`config.mk`:
```
export PLATFORM = sky130hd
export DESIGN_NAME = smpc_ctrl
export DESIGN_NICKNAME = d
export VERILOG_FILES = /design/src/hdl/smpc_pkg.sv /design/src/hdl/smpc_sync.sv /design/src/hdl/smpc_ctrl.sv
export SDC_FILE = /design/constraint.sdc
export NUM_CORES = 1
export LEC_CHECK = 0
export BUFFER_PORTS_ARGS = -buffer_cell sky130_fd_sc_hd__buf_4
export CORE_MARGIN = 5
export CORE_UTILIZATION = 45
export CTS_CLUSTER_SIZE = 24
export DETAILED_ROUTE_END_ITERATION = 16
export PLACE_DENSITY_LB_ADDON = 0.05
export REMOVE_ABC_BUFFERS = 1
export SETUP_SLACK_MARGIN = 0.1
export SLEW_MARGIN = 20
export SYNTH_ARGS = -nofsm -noshare
export SYNTH_HDL_FRONTEND = slang
export SYNTH_HIERARCHICAL = 1
export SYNTH_SLANG_ARGS = --single-unit
export TNS_END_PERCENT = 10
```
`constraint.sdc`:
```
create_clock -name pclk -period 2.1 [get_ports pclk]
set_input_delay 0.42 -clock pclk [delete_from_list [all_inputs] [get_ports pclk]]
set_output_delay 0.42 -clock pclk [all_outputs]
set_load 0.005 [all_outputs]
```
`src/hdl/smpc_pkg.sv`:
```
// constants and types shared by the stop mode power controller
`default_nettype none
package smpc_pkg;
  // ---------------------------------------------------------------
  // register map
  // ---------------------------------------------------------------
  localparam logic [11:0] CTRL_OFS = 12'h000;
  localparam logic [11:0] STAT_OFS = 12'h004;
  localparam logic [11:0] SAMP_OFS = 12'h008;
  localparam logic [31:0] CTRL_RST = 32'h0000_0000;
  // ---------------------------------------------------------------
  // control fields
  // ---------------------------------------------------------------
  localparam int STOPEN_B = 0;   // stop_instruction_enable
  localparam int PPDS_B   = 1;   // partial_powerdown_select
  localparam int DBGEN_B  = 2;   // debug_entry_enable
  localparam int LOWVOLT_DETECT_ENABLE_B   = 3;   // lowvolt_detect_enable
  localparam int LVSE_B   = 4;   // lowvolt_stop_enable
  localparam int OSCK_B   = 5;   // osc_stop_keepalive
  localparam int ADCK_B   = 6;   // converter async clock enable
  localparam int LVRST_B  = 7;   // 1 reset, 0 interrupt
  localparam int RATE_LSB = 8;   // periodic_wake_rate_select
  localparam int RATE_W   = 3;
  localparam int CTRL_W   = 11;
  // ---------------------------------------------------------------
  // sampled-at-stop fields (sample register)
  // ---------------------------------------------------------------
  localparam int S_DBG_B  = 0;
  localparam int S_LV_B   = 1;
  localparam int S_OSC_B  = 2;
  localparam int S_ADC_B  = 3;
  localparam int S_RTI_B  = 4;
  localparam int S_W      = 5;
  localparam logic [S_W-1:0] SAMP_RST = 5'h00;
  // ---------------------------------------------------------------
  // debug command kinds
  // ---------------------------------------------------------------
  localparam logic [1:0] CMD_MEM  = 2'h0;  // plain memory access
  localparam logic [1:0] CMD_MEMS = 2'h1;  // memory access with status
  localparam logic [1:0] CMD_BGND = 2'h2;  // background request
  localparam logic [1:0] CMD_ACT  = 2'h3;  // active-only (go)
  localparam int SYNC_STAGES = 2;
  // ---------------------------------------------------------------
  // states and power codes
  // ---------------------------------------------------------------
  typedef enum logic [1:0] {
    ST_RUN, ST_STOP2, ST_STOP3, ST_BGND
  } smpc_state_e;
  typedef enum logic [1:0] {
    PWR_OFF, PWR_STBY, PWR_ON
  } smpc_pwr_e;
endpackage
`default_nettype wire

```
`src/hdl/smpc_sync.sv`:
```
// two-flop synchroniser for asynchronous pin inputs
`default_nettype none
module smpc_sync #(
  parameter int W = 2
) (
  input  wire logic         pclk,
  input  wire logic         presetn,
  input  wire logic         ce,
  input  wire logic [W-1:0] d,
  output logic      [W-1:0] q
);
  logic [W-1:0] meta;

  // first stage feeds only the second
  always_ff @(posedge pclk or negedge presetn) begin
    if (!presetn) begin
      meta <= '0;
      q    <= '0;
    end else if (ce) begin
      meta <= d;
      q    <= meta;
    end
  end
endmodule // smpc_sync
`default_nettype wire

```
`src/hdl/smpc_ctrl.sv`:
```
// stop mode power controller with apb register access
// Contract
// background entry from run only when debug entry enabled
// debug clocks keep running in stop when debug entry enabled
// regulator stays in full regulation in stop with debug enabled
// deep stop request with debug enabled enters shallow stop
// status memory commands in stop return stopped error, no access
// background command in stop wakes to background if enabled
// most commands refused in stop, all accepted in background
// debug stop: core standby, clockgen and regulator active
// low voltage raises interrupt or reset as configured
// low-voltage detect plus stop enable keeps regulator active
// deep stop request with low-voltage stop enters shallow stop
// low-voltage stop: clockgen off, regulator active, pins held
// peripheral clocks halt in every stop mode
// deep stop switches domains off, shallow holds them standby
// converter runs in shallow stop only with async clock and lvd
// clockgen runs in shallow stop only with keepalive bit; here it also runs in shallow stop when debug entry was enabled
// wake timer runs in stop only if rate select was nonzero
// powerdown select one gives deep stop, zero shallow stop
// stop while disabled forces illegal opcode reset, no stop
// settings sampled at stop execution choose the mode
//
// Chosen here: the register addresses and register access over APB.
`default_nettype none
module smpc_ctrl (
  input  wire logic        pclk,
  input  wire logic        presetn,
  input  wire logic        ce,
  input  wire logic        psel,
  input  wire logic        penable,
  input  wire logic        pwrite,
  input  wire logic [11:0] paddr,
  input  wire logic [31:0] pwdata,
  output logic      [31:0] prdata,
  output logic             pready,
  output logic             pslverr,
  input  wire logic        stop_exec,
  input  wire logic        wake_pin,
  input  wire logic        lvd_below_pin,
  input  wire logic        dbg_cmd_valid,
  input  wire logic [1:0]  dbg_cmd_kind,
  output logic             dbg_cmd_ok,
  output logic             dbg_cmd_err,
  output logic             illegal_op_reset,
  output logic             lvd_irq,
  output logic             lvd_reset,
  output logic             core_clk_en,
  output logic             periph_clk_en,
  output logic             debug_clk_en,
  output logic [1:0]       core_pwr,
  output logic [1:0]       ram_pwr,
  output logic [1:0]       clkgen_pwr,
  output logic [1:0]       adc_pwr,
  output logic [1:0]       reg_pwr,
  output logic             rti_on,
  output logic             pins_held
);
  // ---------------------------------------------------------------
  // state
  // ---------------------------------------------------------------
  smpc_pkg::smpc_state_e     state, next_state;
  logic [smpc_pkg::CTRL_W-1:0] ctrl;
  logic [smpc_pkg::S_W-1:0]    samp, next_samp;
  logic [1:0] pin_s;
  logic       lvd_q;

  smpc_sync #(
    .W (smpc_pkg::SYNC_STAGES)
  ) u_sync (
    .pclk    (pclk),
    .presetn (presetn),
    .ce      (ce),
    .d       ({lvd_below_pin, wake_pin}),
    .q       (pin_s)
  );

  // ---------------------------------------------------------------
  // decode
  // ---------------------------------------------------------------
  wire wake_s  = pin_s[0];
  wire lvd_s   = pin_s[1];
  wire stop_en = ctrl[smpc_pkg::STOPEN_B];
  wire dbg_en  = ctrl[smpc_pkg::DBGEN_B];
  wire lowvolt_detect_enable    = ctrl[smpc_pkg::LOWVOLT_DETECT_ENABLE_B];
  wire lv_stop = lowvolt_detect_enable & ctrl[smpc_pkg::LVSE_B];
  wire [smpc_pkg::RATE_W-1:0] rate =
    ctrl[smpc_pkg::RATE_LSB +: smpc_pkg::RATE_W];
  wire stopped = (state == smpc_pkg::ST_STOP2) |
                 (state == smpc_pkg::ST_STOP3);
  wire in_run  = (state == smpc_pkg::ST_RUN);
  wire in_bgnd = (state == smpc_pkg::ST_BGND);
  wire stop_ok = in_run & stop_exec & stop_en;
  wire stop_bad = in_run & stop_exec & ~stop_en;
  // deep stop only when selected and not overridden
  wire go_deep = ctrl[smpc_pkg::PPDS_B] & ~dbg_en
                 & ~lv_stop;
  wire s_dbg = samp[smpc_pkg::S_DBG_B];
  wire s_lv  = samp[smpc_pkg::S_LV_B];
  wire is_bg = dbg_cmd_valid &
               (dbg_cmd_kind == smpc_pkg::CMD_BGND);
  wire is_go = dbg_cmd_valid &
               (dbg_cmd_kind == smpc_pkg::CMD_ACT);

  // command acceptance per mode
  function automatic logic cmd_ok_f(
    input logic [1:0] k, input logic run, input logic bg,
    input logic st, input logic de, input logic sde);
    logic r;
    r = 1'b0;
    if (bg)
      r = 1'b1;
    else if (run)
      r = (k == smpc_pkg::CMD_BGND) ? de
        : (k != smpc_pkg::CMD_ACT);
    else if (st)
      r = (k == smpc_pkg::CMD_BGND) & sde;
    return r;
  endfunction

  wire cmd_ok = dbg_cmd_valid & cmd_ok_f(dbg_cmd_kind,
    in_run, in_bgnd, stopped, dbg_en, s_dbg);
  wire cmd_err = dbg_cmd_valid & ~cmd_ok;

  // ---------------------------------------------------------------
  // mode sequencing
  // ---------------------------------------------------------------
  always_comb begin
    next_state = state;
    next_samp  = samp;
    case (state)
      smpc_pkg::ST_RUN: begin
        if (stop_ok) begin
          next_state = go_deep ? smpc_pkg::ST_STOP2
                               : smpc_pkg::ST_STOP3;
          next_samp = {(rate != '0), ctrl[smpc_pkg::ADCK_B] & lowvolt_detect_enable,
                       ctrl[smpc_pkg::OSCK_B], lv_stop,
                       dbg_en};
        end else if (is_bg && dbg_en) begin
          next_state = smpc_pkg::ST_BGND;
        end
      end
      smpc_pkg::ST_STOP2, smpc_pkg::ST_STOP3: begin
        if (is_bg && s_dbg)
          next_state = smpc_pkg::ST_BGND;
        else if (wake_s)
          next_state = smpc_pkg::ST_RUN;
      end
      smpc_pkg::ST_BGND: begin
        if (is_go)
          next_state = smpc_pkg::ST_RUN;
      end
      default: next_state = smpc_pkg::ST_RUN;
    endcase
  end

  // state and sampled settings
  always_ff @(posedge pclk or negedge presetn) begin
    if (!presetn) begin
      state <= smpc_pkg::ST_RUN;
      samp  <= smpc_pkg::SAMP_RST;
    end else if (ce) begin
      state <= next_state;
      samp  <= next_samp;
    end
  end

  // event pulses and command answers
  always_ff @(posedge pclk or negedge presetn) begin
    if (!presetn) begin
      illegal_op_reset <= 1'b0;
      dbg_cmd_ok       <= 1'b0;
      dbg_cmd_err      <= 1'b0;
      lvd_irq          <= 1'b0;
      lvd_reset        <= 1'b0;
      lvd_q            <= 1'b0;
    end else if (ce) begin
      illegal_op_reset <= stop_bad;
      dbg_cmd_ok       <= cmd_ok;
      dbg_cmd_err      <= cmd_err;
      lvd_q            <= lvd_s;
      lvd_irq   <= lowvolt_detect_enable & lvd_s & ~lvd_q &
                   ~ctrl[smpc_pkg::LVRST_B];
      lvd_reset <= lowvolt_detect_enable & lvd_s & ~lvd_q &
                   ctrl[smpc_pkg::LVRST_B];
    end
  end

  // ---------------------------------------------------------------
  // power and clock outputs, decoded from registered state
  // ---------------------------------------------------------------
  wire deep = (state == smpc_pkg::ST_STOP2);
  assign core_clk_en   = in_run | in_bgnd;
  assign periph_clk_en = in_run | in_bgnd;
  assign debug_clk_en  = ~stopped | s_dbg;
  assign pins_held     = stopped;
  assign rti_on = stopped & samp[smpc_pkg::S_RTI_B];
  assign ram_pwr = stopped ? smpc_pkg::PWR_STBY
                           : smpc_pkg::PWR_ON;
  assign core_pwr = !stopped ? smpc_pkg::PWR_ON
                  : deep ? smpc_pkg::PWR_OFF
                  : smpc_pkg::PWR_STBY;
  assign reg_pwr = (!stopped || s_dbg || s_lv)
                 ? smpc_pkg::PWR_ON
                 : smpc_pkg::PWR_STBY;
  assign adc_pwr = !stopped ? smpc_pkg::PWR_ON
                 : deep ? smpc_pkg::PWR_OFF
                 : samp[smpc_pkg::S_ADC_B] ? smpc_pkg::PWR_ON
                 : smpc_pkg::PWR_STBY;
  assign clkgen_pwr = !stopped ? smpc_pkg::PWR_ON
                    : deep ? smpc_pkg::PWR_OFF
                    : (s_dbg | samp[smpc_pkg::S_OSC_B])
                      ? smpc_pkg::PWR_ON
                    : s_lv ? smpc_pkg::PWR_OFF
                    : smpc_pkg::PWR_STBY;

  // ---------------------------------------------------------------
  // apb slave, zero wait states
  // ---------------------------------------------------------------
  wire hit_ctrl = (paddr == smpc_pkg::CTRL_OFS);
  wire hit_stat = (paddr == smpc_pkg::STAT_OFS);
  wire hit_samp = (paddr == smpc_pkg::SAMP_OFS);
  wire hit      = hit_ctrl | hit_stat | hit_samp;
  wire setup    = psel & ~penable;
  wire wr_ctrl  = psel & penable & pwrite & hit_ctrl;
  wire [31:0] rd_mux =
      hit_ctrl ? {21'h00_0000, ctrl}
    : hit_stat ? {30'h0000_0000, state}
    : hit_samp ? {27'h000_0000, samp}
    : 32'h0000_0000;

  assign pready  = 1'b1;
  assign pslverr = psel & penable & ~hit;

  // control write in the access phase, read capture in setup
  always_ff @(posedge pclk or negedge presetn) begin
    if (!presetn) begin
      ctrl   <= smpc_pkg::CTRL_RST[smpc_pkg::CTRL_W-1:0];
      prdata <= 32'h0000_0000;
    end else if (ce) begin
      if (wr_ctrl)
        ctrl <= pwdata[smpc_pkg::CTRL_W-1:0];
      if (setup && !pwrite)
        prdata <= rd_mux;
    end
  end
endmodule // smpc_ctrl
`default_nettype wire

```
==> results, run 1 <==
- The starting density of the core is 0.4674.
- Of the cells placed in the final design, the portion with a size suffix greater than 1 is 0.4403.
- STA classifies the critical path endpoint as a primary output.
- In this run the power density over the cells is between 900 and 1000 nW/um2.
- The utilization after layout is 0.6224.
- The final max-slew violation count came to 0.
- The total of warnings raised by yosys is 6.
- The deepest level of the CTS H-tree is 2.
- The final weighted congestion of routability-driven global placement is between 0.8 and 0.9.
- Measured in cells, the most critical reg-to-reg path has a length of 7.
- Setup repair after global routing could not meet its margin everywhere.
- The final layout contains approximately 330 nets.
- The total setup violations reported at the end of the flow is 0.
- The clock root buffer is sky130_fd_sc_hd__clkbuf_8.
- The post-placement cell area is 2545 um2.
- The leading cell type in the layout, fill and taps excluded is sky130_fd_sc_hd__buf_4.
- The remaining design rule violation count is 0.
- Counting I/O delays and the setup requirement, the final critical path takes 2.026 ns.
- The clock reaches the later pin of the worst-skew pair after 0.29 ns.
- The floorplan has 24 rows.
- The total congestion overflow after global routing is 0.
- Across the routed clock network, the largest skew measured is between 0.007 and 0.008 ns.
- The I/O pin count is 110.
- Relative to the synthesized area, the layout overhead comes to 33.17%.
- The largest net degree at the start of global routing is 40.
- TritonCTS built the clock tree.
- With fillers left out, the area of the finished cells amounts to 2748 um2.
- The clock transition time at the flip-flop clock pins of the worst setup and hold paths is about 0.080 ns.
- Of the total power, the share spent switching nets is 0.3031.
- The run finished with clean final reports.
- Cell internal power was estimated by the tool at about 1.8 mW.
- Prior to clock tree synthesis, the placed netlist has a worst setup slack of -0.09611 ns.
- The primary flip-flop cell chosen by synthesis mapping is sky130_fd_sc_hd__dfrtp_1.
- The capturing instance or port of the critical path is reg_pwr[0].
- For this run, the register share of the synthesized area comes to 0.4730.
- Dividing the detail-routed wire length by the instance count gives approximately 14 um.
- In the global route stage, overall resource usage came out at 0.1549.
- Across all setup checks in the final design, the least slack found is 0.07447 ns.
- The remaining number of nets flagged by the antenna check after routing is 0.
- The count of flip-flops with a built-in enable after synthesis is 0.
- The final hold violation count is 0.
- The critical path is of the flop to primary output type.
- In this run the critical register-to-register path is launched from state[0].
- Counting flops and latches in the post-synthesis netlist gives 39.
- Timing would allow up to a little under 500 MHz.
- The detailed router placed between 1500 and 2000 vias in this run.
- The via density per instance is between 5 and 6.
- In the synthesized netlist, the number of instances is roughly 190.
- Clock tree synthesis inserted a total of 5 buffers.
- The HPWL after detailed placement is 3539 um.
- In this run the critical register-to-register path is captured at state[0].
- The share of synthesized flip-flops with an asynchronous set or reset is 1.000.
- The core region is ~4400 um2.
- At the pin with the least slew margin, the transition time is between 0.5 and 0.6 ns.
- The die extent in y is 77.71 um.
- Across the VDD grid, the largest voltage drop is just over 0.5 mV.
- The cell area after synthesis is around 2100 um2.
- The share of total power dissipated in combinational logic is 0.473.
- The die covers 6039 um2.
- The number of detailed-route iterations in the first pass is 4.
- The startpoint kind of the worst setup timing path is a flop.
- The reg-to-reg setup timing slack is ~0.57 ns.
- The number of sinks on the clock net is 39.
- The class of the most critical hold timing path is input port to async pin.
- The hold buffer count at CTS is 0.
- Wires add up to 4618 um.
- Port buffering added 66 buffers.
- The worst-case clock buffer depth is 2.
- In this run the horizontal extent of the chip is 77.71 um.
- A synthesized cell averages approximately 11 um2.
- The leakage power is about 1.4 nW.
- The iteration-0 DRC count of the detailed router is 76.
- The critical path startpoint is state[0].
- The minimum hold slack is approximately 0.099 ns.
- The share of total power dissipated in the clock network is 0.211.
- The arrival time reported for the critical path endpoint is approximately 1.6 ns.
- The max-capacitance violation count is 0.
- The library cells used most frequently in the layout, excluding fill and tap cells, are sky130_fd_sc_hd__buf_4, sky130_fd_sc_hd__dfrtp_1, sky130_fd_sc_hd__conb_1.
- The share of total power dissipated in sequential elements is 0.316.
- The headroom to the max-slew limit is 0.6632.
- The share of the clock period used by the worst path is 0.9645.
- The final total negative setup slack is 0 ns.
- The net switching power is slightly below 0.8 mW.
- Of all nets on the critical path, the largest fanout is 2.
- The antenna cell count is 0.
- The first global-routing pass estimated 7555 um of wire.
- The number of distinct standard cells referenced by the synthesized netlist is 35.
- The number of antenna violations at the first check in global routing is 0.
- The required time of the critical path is 1.68 ns.
- The via count of the first global-routing pass is ~1500.
## worst min-delay path by stage
stage | startpoint | endpoint | cells past startpoint
after floorplan | presetn | ctrl[0] | 0
after detailed placement | presetn | state[0] | 1
final | presetn | state[0] | 1
after global routing | presetn | prdata[1] | 1
after global placement | presetn | state[1] | 1
after CTS | presetn | prdata[1] | 1
## synthesized netlist by cell type (4+ instances only)
library cell	count	area [um2]
sky130_fd_sc_hd__ha_1	4	50.05
sky130_fd_sc_hd__o21ai_0	11	55.05
sky130_fd_sc_hd__mux2_4	10	150.1
sky130_fd_sc_hd__nor2_1	6	22.52
sky130_fd_sc_hd__mux2i_1	7	70.07
sky130_fd_sc_hd__clkbuf_1	4	15.01
sky130_fd_sc_hd__buf_4	26	195.2
sky130_fd_sc_hd__mux2_2	8	90.09
sky130_fd_sc_hd__dfrtp_1	39	975.9
sky130_fd_sc_hd__nand2_1	17	63.81
sky130_fd_sc_hd__a22o_1	6	52.55
sky130_fd_sc_hd__inv_1	10	37.54
sky130_fd_sc_hd__a21oi_1	4	20.02
sky130_fd_sc_hd__nor3_1	4	20.02
## metal layers
layer | wire length [um] | share of wire | global-route usage | vias to the layer above
met2 | 1954 | 0.42 | 0.2312 | 77
met1 | 1995 | 0.43 | 0.2024 | 746
met4 | 53 | 0.011 | 0.04124 | 0
met5 | 0 | 0 | 0 | -
li1 | - | - | - | 773
met3 | 615 | 0.13 | 0.07292 | 5
## timing repair
item,in CTS,in global routing
buffers inserted,4,1
gates cloned,0,0
pin swaps,1,1
endpoints found under the setup margin,4,5
gates resized for setup,6,8
## stage by stage
step	std cells	power [mW]
2_1_floorplan	180	1.241
3_3_place_gp	307	1.908
3_5_place_dp	307	1.912
4_1_cts	319	2.600
5_1_grt	320	2.812
6_report	320	2.624
## critical path: stages, from the launching register on
cell and delay [ns]:
sky130_fd_sc_hd__dfrtp_1 0.38, sky130_fd_sc_hd__inv_2 0.06, sky130_fd_sc_hd__ha_4 0.26, sky130_fd_sc_hd__inv_2 0.03, sky130_fd_sc_hd__or3_4 0.33, sky130_fd_sc_hd__buf_6 0.13
sky130_fd_sc_hd__inv_2 0.03, sky130_fd_sc_hd__buf_4 0.09
## cells by family (layout without fill, tap and decap cells)
family	Yosys count	count (layout)	share of synthesized area
and+or+nand+nor	50	50	0.1280
buffers and inverters	41	98	0.1255
DFF	39	39	0.4730
AOI/OAI and AO/OA	30	30	0.09521
muxes	25	25	0.1504
adders and majority gates	4	4	0.02426
other	2	22	0.003640
## registers in the layout (all words and copies together) (netlist names), 2 cells and up
register,count
u_sync/meta,2
ctrl,11
samp,5
state,2
prdata,11
u_sync/q,2
## final cells by class
cell class | instances | area [um2]
multi-input cells | 131 | 957.2
repair buffers | 80 | 608.1
fillers | 376 | 1667
clock inverters | 1 | 7.507
flip-flops and latches | 39 | 975.9
well taps | 52 | 65.06
clock buffers | 7 | 96.34
inverters | 10 | 37.54
## power groups by stage
stage / clock [mW] / sequential, mW / combinational [mW]
floorplan: 0 / 0.846 / 0.396
global placement: 0 / 0.853 / 1.05
detailed placement: 0 / 0.854 / 1.06
CTS: 0.571 / 0.829 / 1.20
global route: 0.607 / 0.835 / 1.37
finish: 0.553 / 0.829 / 1.24
(Power assumes the default switching activity.)
==> run 2, diff against run 1 <==
CAP_MARGIN = 20   (was default)
SYNTH_HIERARCHICAL = default   (was 1)
==> run 2 against run 1 <==
Sequential cell count did not move. Die area is 0.17% higher. Utilization decreased by 0.71 points. Clock-buffer cell count fell by 1. Cell area shrank 1.1%. Non-clock buffer count fell by 2. Hold slack worse by 0.0058 ns. Synthesized area is 0.18% higher. Fmax fell by 0.40%.
==> results, run 2 <==
- The run finished with clean final reports.
- The leakage power is 1.361 nW.
- The number of sinks on the clock net is 39.
- The capturing instance or port of the critical path is ctrl[4].
- The first global-routing pass estimated about 7700 um of wire.
- In this run, the number of DRC markers left after iteration 0 of detailed routing was 74.
- The portion of total power attributed to combinational logic is 0.474.
- Counting cells, the worst reg-to-reg path comes to 7.
- The starting density of the core is 0.4683.
- The area of the placeable core is between 4000 and 5000 um2.
- Of the post-synthesis cell area, the dominant cell type holds 0.4722.
- Global routing finished with a remaining overflow of 0.
- After the last flow step, the layout net total stands at 329.
- The final critical path time including I/O delays and setup is approximately 2.0 ns.
- The netlist uses 38 different library cells.
- The final total negative setup slack is 0 ns.
- Synthesis inferred 39 register bits.
- Setup repair after global routing could not meet its margin everywhere.
- Tracing the worst setup path back leads to its startpoint at paddr[10].
- The most crowded layer after global routing is met2.
- The count of flip-flops with a built-in enable after synthesis is 0.
- For the worst-skew pair, the clock arrives at the later sink with an insertion delay of 0.28 ns.
- The most frequent cell after synthesis is sky130_fd_sc_hd__dfrtp_1.
- Of the total power, registers draw 0.333.
- Of the total power, the clock network draws 0.193.
- The class of the most critical hold timing path is input port to async pin.
- The arrival time reported for the critical path endpoint is 2.20 ns.
- The sequential-to-total area share from yosys stat is 0.4722.
- The fraction of layout cells with a size suffix above 1 is 0.4259.
- The startpoint kind of the worst setup timing path is an input port.
- The largest registers in the layout are ctrl (11), prdata (11), samp (5).
- On the final layout, the worst clock skew is around 0.0059 ns.
- By area the synthesized netlist is led by sky130_fd_sc_hd__dfrtp_1, sky130_fd_sc_hd__mux2_2, sky130_fd_sc_hd__buf_4, sky130_fd_sc_hd__nand2_1, sky130_fd_sc_hd__mux2i_1.
- Power spread over the standard cell area amounts to 918.0 nW/um2.
- The remaining design rule violation count is 0.
- The floorplan step set the die height to 77.78 um.
- The placed instances occupy a cell area of approximately 2500 um2.
- The detail route stage leaves a number of antenna-violating nets equal to 0.
- The share of synthesized flip-flops with an asynchronous set or reset is 1.000.
- Overall power consumption after layout is estimated at 2.494 mW.
- The number of antenna violations at the first check in global routing is 0.
- Of the total power, the share spent switching nets is 0.3131.
- The floorplan step defined a die boundary enclosing ~6000 um2.
- The endpoint identified for the worst register-to-register timing path is dbg_cmd_ok.
- The required time of the critical path is between 2 and 2.5 ns.
- The final weighted congestion of routability-driven global placement is 0.7858.
- The worst-case IR drop observed on VDD is ~0.49 mV.
- The final hold violation count is 0.
- The library cell used most frequently in the layout, excluding fill and tap cells, is sky130_fd_sc_hd__buf_4.
- For this run, the detailed router's first-pass iteration total came to 4.
- In this run the power spent charging and discharging nets is 0.7808 mW.
- The share of the clock period used by the worst path is 0.9684.
- The fraction of met2 tracks used by global routing is 0.2487.
- In this run the critical register-to-register path is launched from state[0].
- The H-tree was split into 2 levels.
- TritonCTS built the clock tree.
- Synthesis produced a netlist whose cell count is 196.
- The gate family responsible for the most delay along the worst path is simple AND/OR/NAND/NOR gates.
- The row count is 24.
- The I/O pin count is 110.
- Along the worst path, the maximum fanout reaches 11.
- Together, buffers and inverters on the worst path number 2.
- The post-synthesis to final-layout area growth is 31.42%.
- The number of buffers inserted during clock tree synthesis is 5.
- After routing the design area is between 2000 and 3000 um2.
- The met1 track utilization from global routing is 0.1994.
- The largest individual stage delay along the critical path comes from the cell sky130_fd_sc_hd__or4_4.
- The cell type contributing the most total cell area after synthesis is sky130_fd_sc_hd__dfrtp_1.
- The critical path goes through buf_6 -> or4_4 -> or3_4 -> nor4_4 -> buf_12 -> mux2_2.
- The cell area after synthesis is 2067 um2.
- The upper clock frequency limit is roughly 490 MHz.
- Leaving out fill and tap cells, the most frequent cells in the layout are sky130_fd_sc_hd__buf_4, sky130_fd_sc_hd__dfrtp_1, sky130_fd_sc_hd__conb_1.
- The HPWL reported at the end of detailed placement is about 3500 um.
- The commonest cells after synthesis are sky130_fd_sc_hd__dfrtp_1, sky130_fd_sc_hd__buf_4, sky130_fd_sc_hd__nand2_1.
- The die span in x is 77.78 um.
- The via total after detailed routing is 1595.
- Internal power comes to around 1.7 mW.
- The largest incremental delay on the critical path is approximately 0.53 ns.
- For met3 alone, demand over resource in global routing was 0.04977.
- Entering global routing, the biggest net connects 40 pins.
- In this run the register-to-register setup slack is approximately 0.46 ns.
- The worst-case clock buffer depth is 2.
- The worst setup path is captured at a flop.
- The via density per instance is just under 5.
- The synthesized area per cell is 10.55 um2.
- The setup path with the least slack is of type input port to flop.
- The clock root buffer is sky130_fd_sc_hd__clkbuf_8.
- The total wirelength of the detailed-routed design is between 4000 and 5000 um.
- The count of input and output buffers is 66.
- The clock transition time at the flip-flop clock pins of the worst setup and hold paths is approximately 0.070 ns.
- The via count of the first global-routing pass is 1603.
- Dividing the detail-routed wire length by the instance count gives ~14 um.
- During synthesis, Yosys emitted a total of 0 warnings.
- In this run the number of cells on the critical path is 6.
- The overall fraction of global-route tracks in use is 0.1556.
- The tool flagged a number of max-cap violations equal to 0.
- The total setup violations reported at the end of the flow is 0.
- The hold buffer count at CTS is 0.
- For this run, the leading register cell type out of synthesis is sky130_fd_sc_hd__dfrtp_1.
- The final max-slew violation count is 0.
- The antenna cell count is 0.
==> run 2: worst reg2reg max path, stage by stage (launching register included) <==
cell,delay (ns)
sky130_fd_sc_hd__dfrtp_1,0.37
sky130_fd_sc_hd__inv_2,0.06
sky130_fd_sc_hd__ha_4,0.27
sky130_fd_sc_hd__buf_4,0.15
sky130_fd_sc_hd__nand3b_1,0.11
sky130_fd_sc_hd__o22a_1,0.19
sky130_fd_sc_hd__o21ai_0,0.23
sky130_fd_sc_hd__a31o_2,0.20
==> run 2: cell families (layout without fill, tap and decap cells) <==
kind of cell / after synthesis / in the layout / share of synthesized area
mux: 25 / 25 / 0.1320
other cells: 2 / 22 / 0.003633
fa+ha+maj: 4 / 4 / 0.02421
simple gates: 50 / 50 / 0.1368
flops: 39 / 39 / 0.4722
buf+inv: 44 / 98 / 0.1307
compound gates: 32 / 32 / 0.1005
==> run 2: stage by stage <==
step,cells,worst slack [ns],hold slack [ns],util
4_1_cts,322,0.09177,0.1186,0.6088
6_report,322,0.06626,0.09281,0.6154
3_3_place_gp,310,-0.1612,0.4297,0.5777
3_5_place_dp,310,-0.1599,0.4264,0.5777
2_1_floorplan,184,-0.1466,0.1244,-
5_1_grt,322,-0.01509,0.1310,0.6154
==> run 2: layout make-up <==
| class | instances | area [um2] |
|---|---|---|
| well taps | 52 | 65.06 |
| fillers | 387 | 1698 |
| repair buffers | 78 | 605.6 |
| inverters | 12 | 45.04 |
| clock buffers | 6 | 72.57 |
| clock inverters | 2 | 12.51 |
| multi-input cells | 133 | 939.7 |
| flip-flops and latches | 39 | 975.9 |
==> run 2: repair_timing <==
action	4_1_cts	5_1_grt
pin swaps	2	2
buffers inserted	4	0
gates resized for setup	5	8
setup endpoints to repair	4	8
==> run 2: how the worst min path moves through the flow <==
stage	endpoint	depth (start not counted)
4_1_cts	ctrl[1]	1
2_1_floorplan	ctrl[0]	0
3_5_place_dp	dbg_cmd_ok	1
5_1_grt	dbg_cmd_err	1
3_3_place_gp	dbg_cmd_err	1
6_report	dbg_cmd_ok	1
==> run 2: power by group through the flow <==
stage | clock (mW) | sequential, mW | combinational [mW]
2_1_floorplan | 0 | 0.845 | 0.407
3_3_place_gp | 0 | 0.850 | 1.03
3_5_place_dp | 0 | 0.853 | 1.04
4_1_cts | 0.502 | 0.831 | 1.16
5_1_grt | 0.536 | 0.838 | 1.31
6_report | 0.481 | 0.830 | 1.18
==> run 2: routing by layer <==
layer	vias to the layer above	share of wire
met5	-	0
met4	0	0.0063
met2	68	0.45
met3	2	0.11
met1	753	0.43
li1	772	-
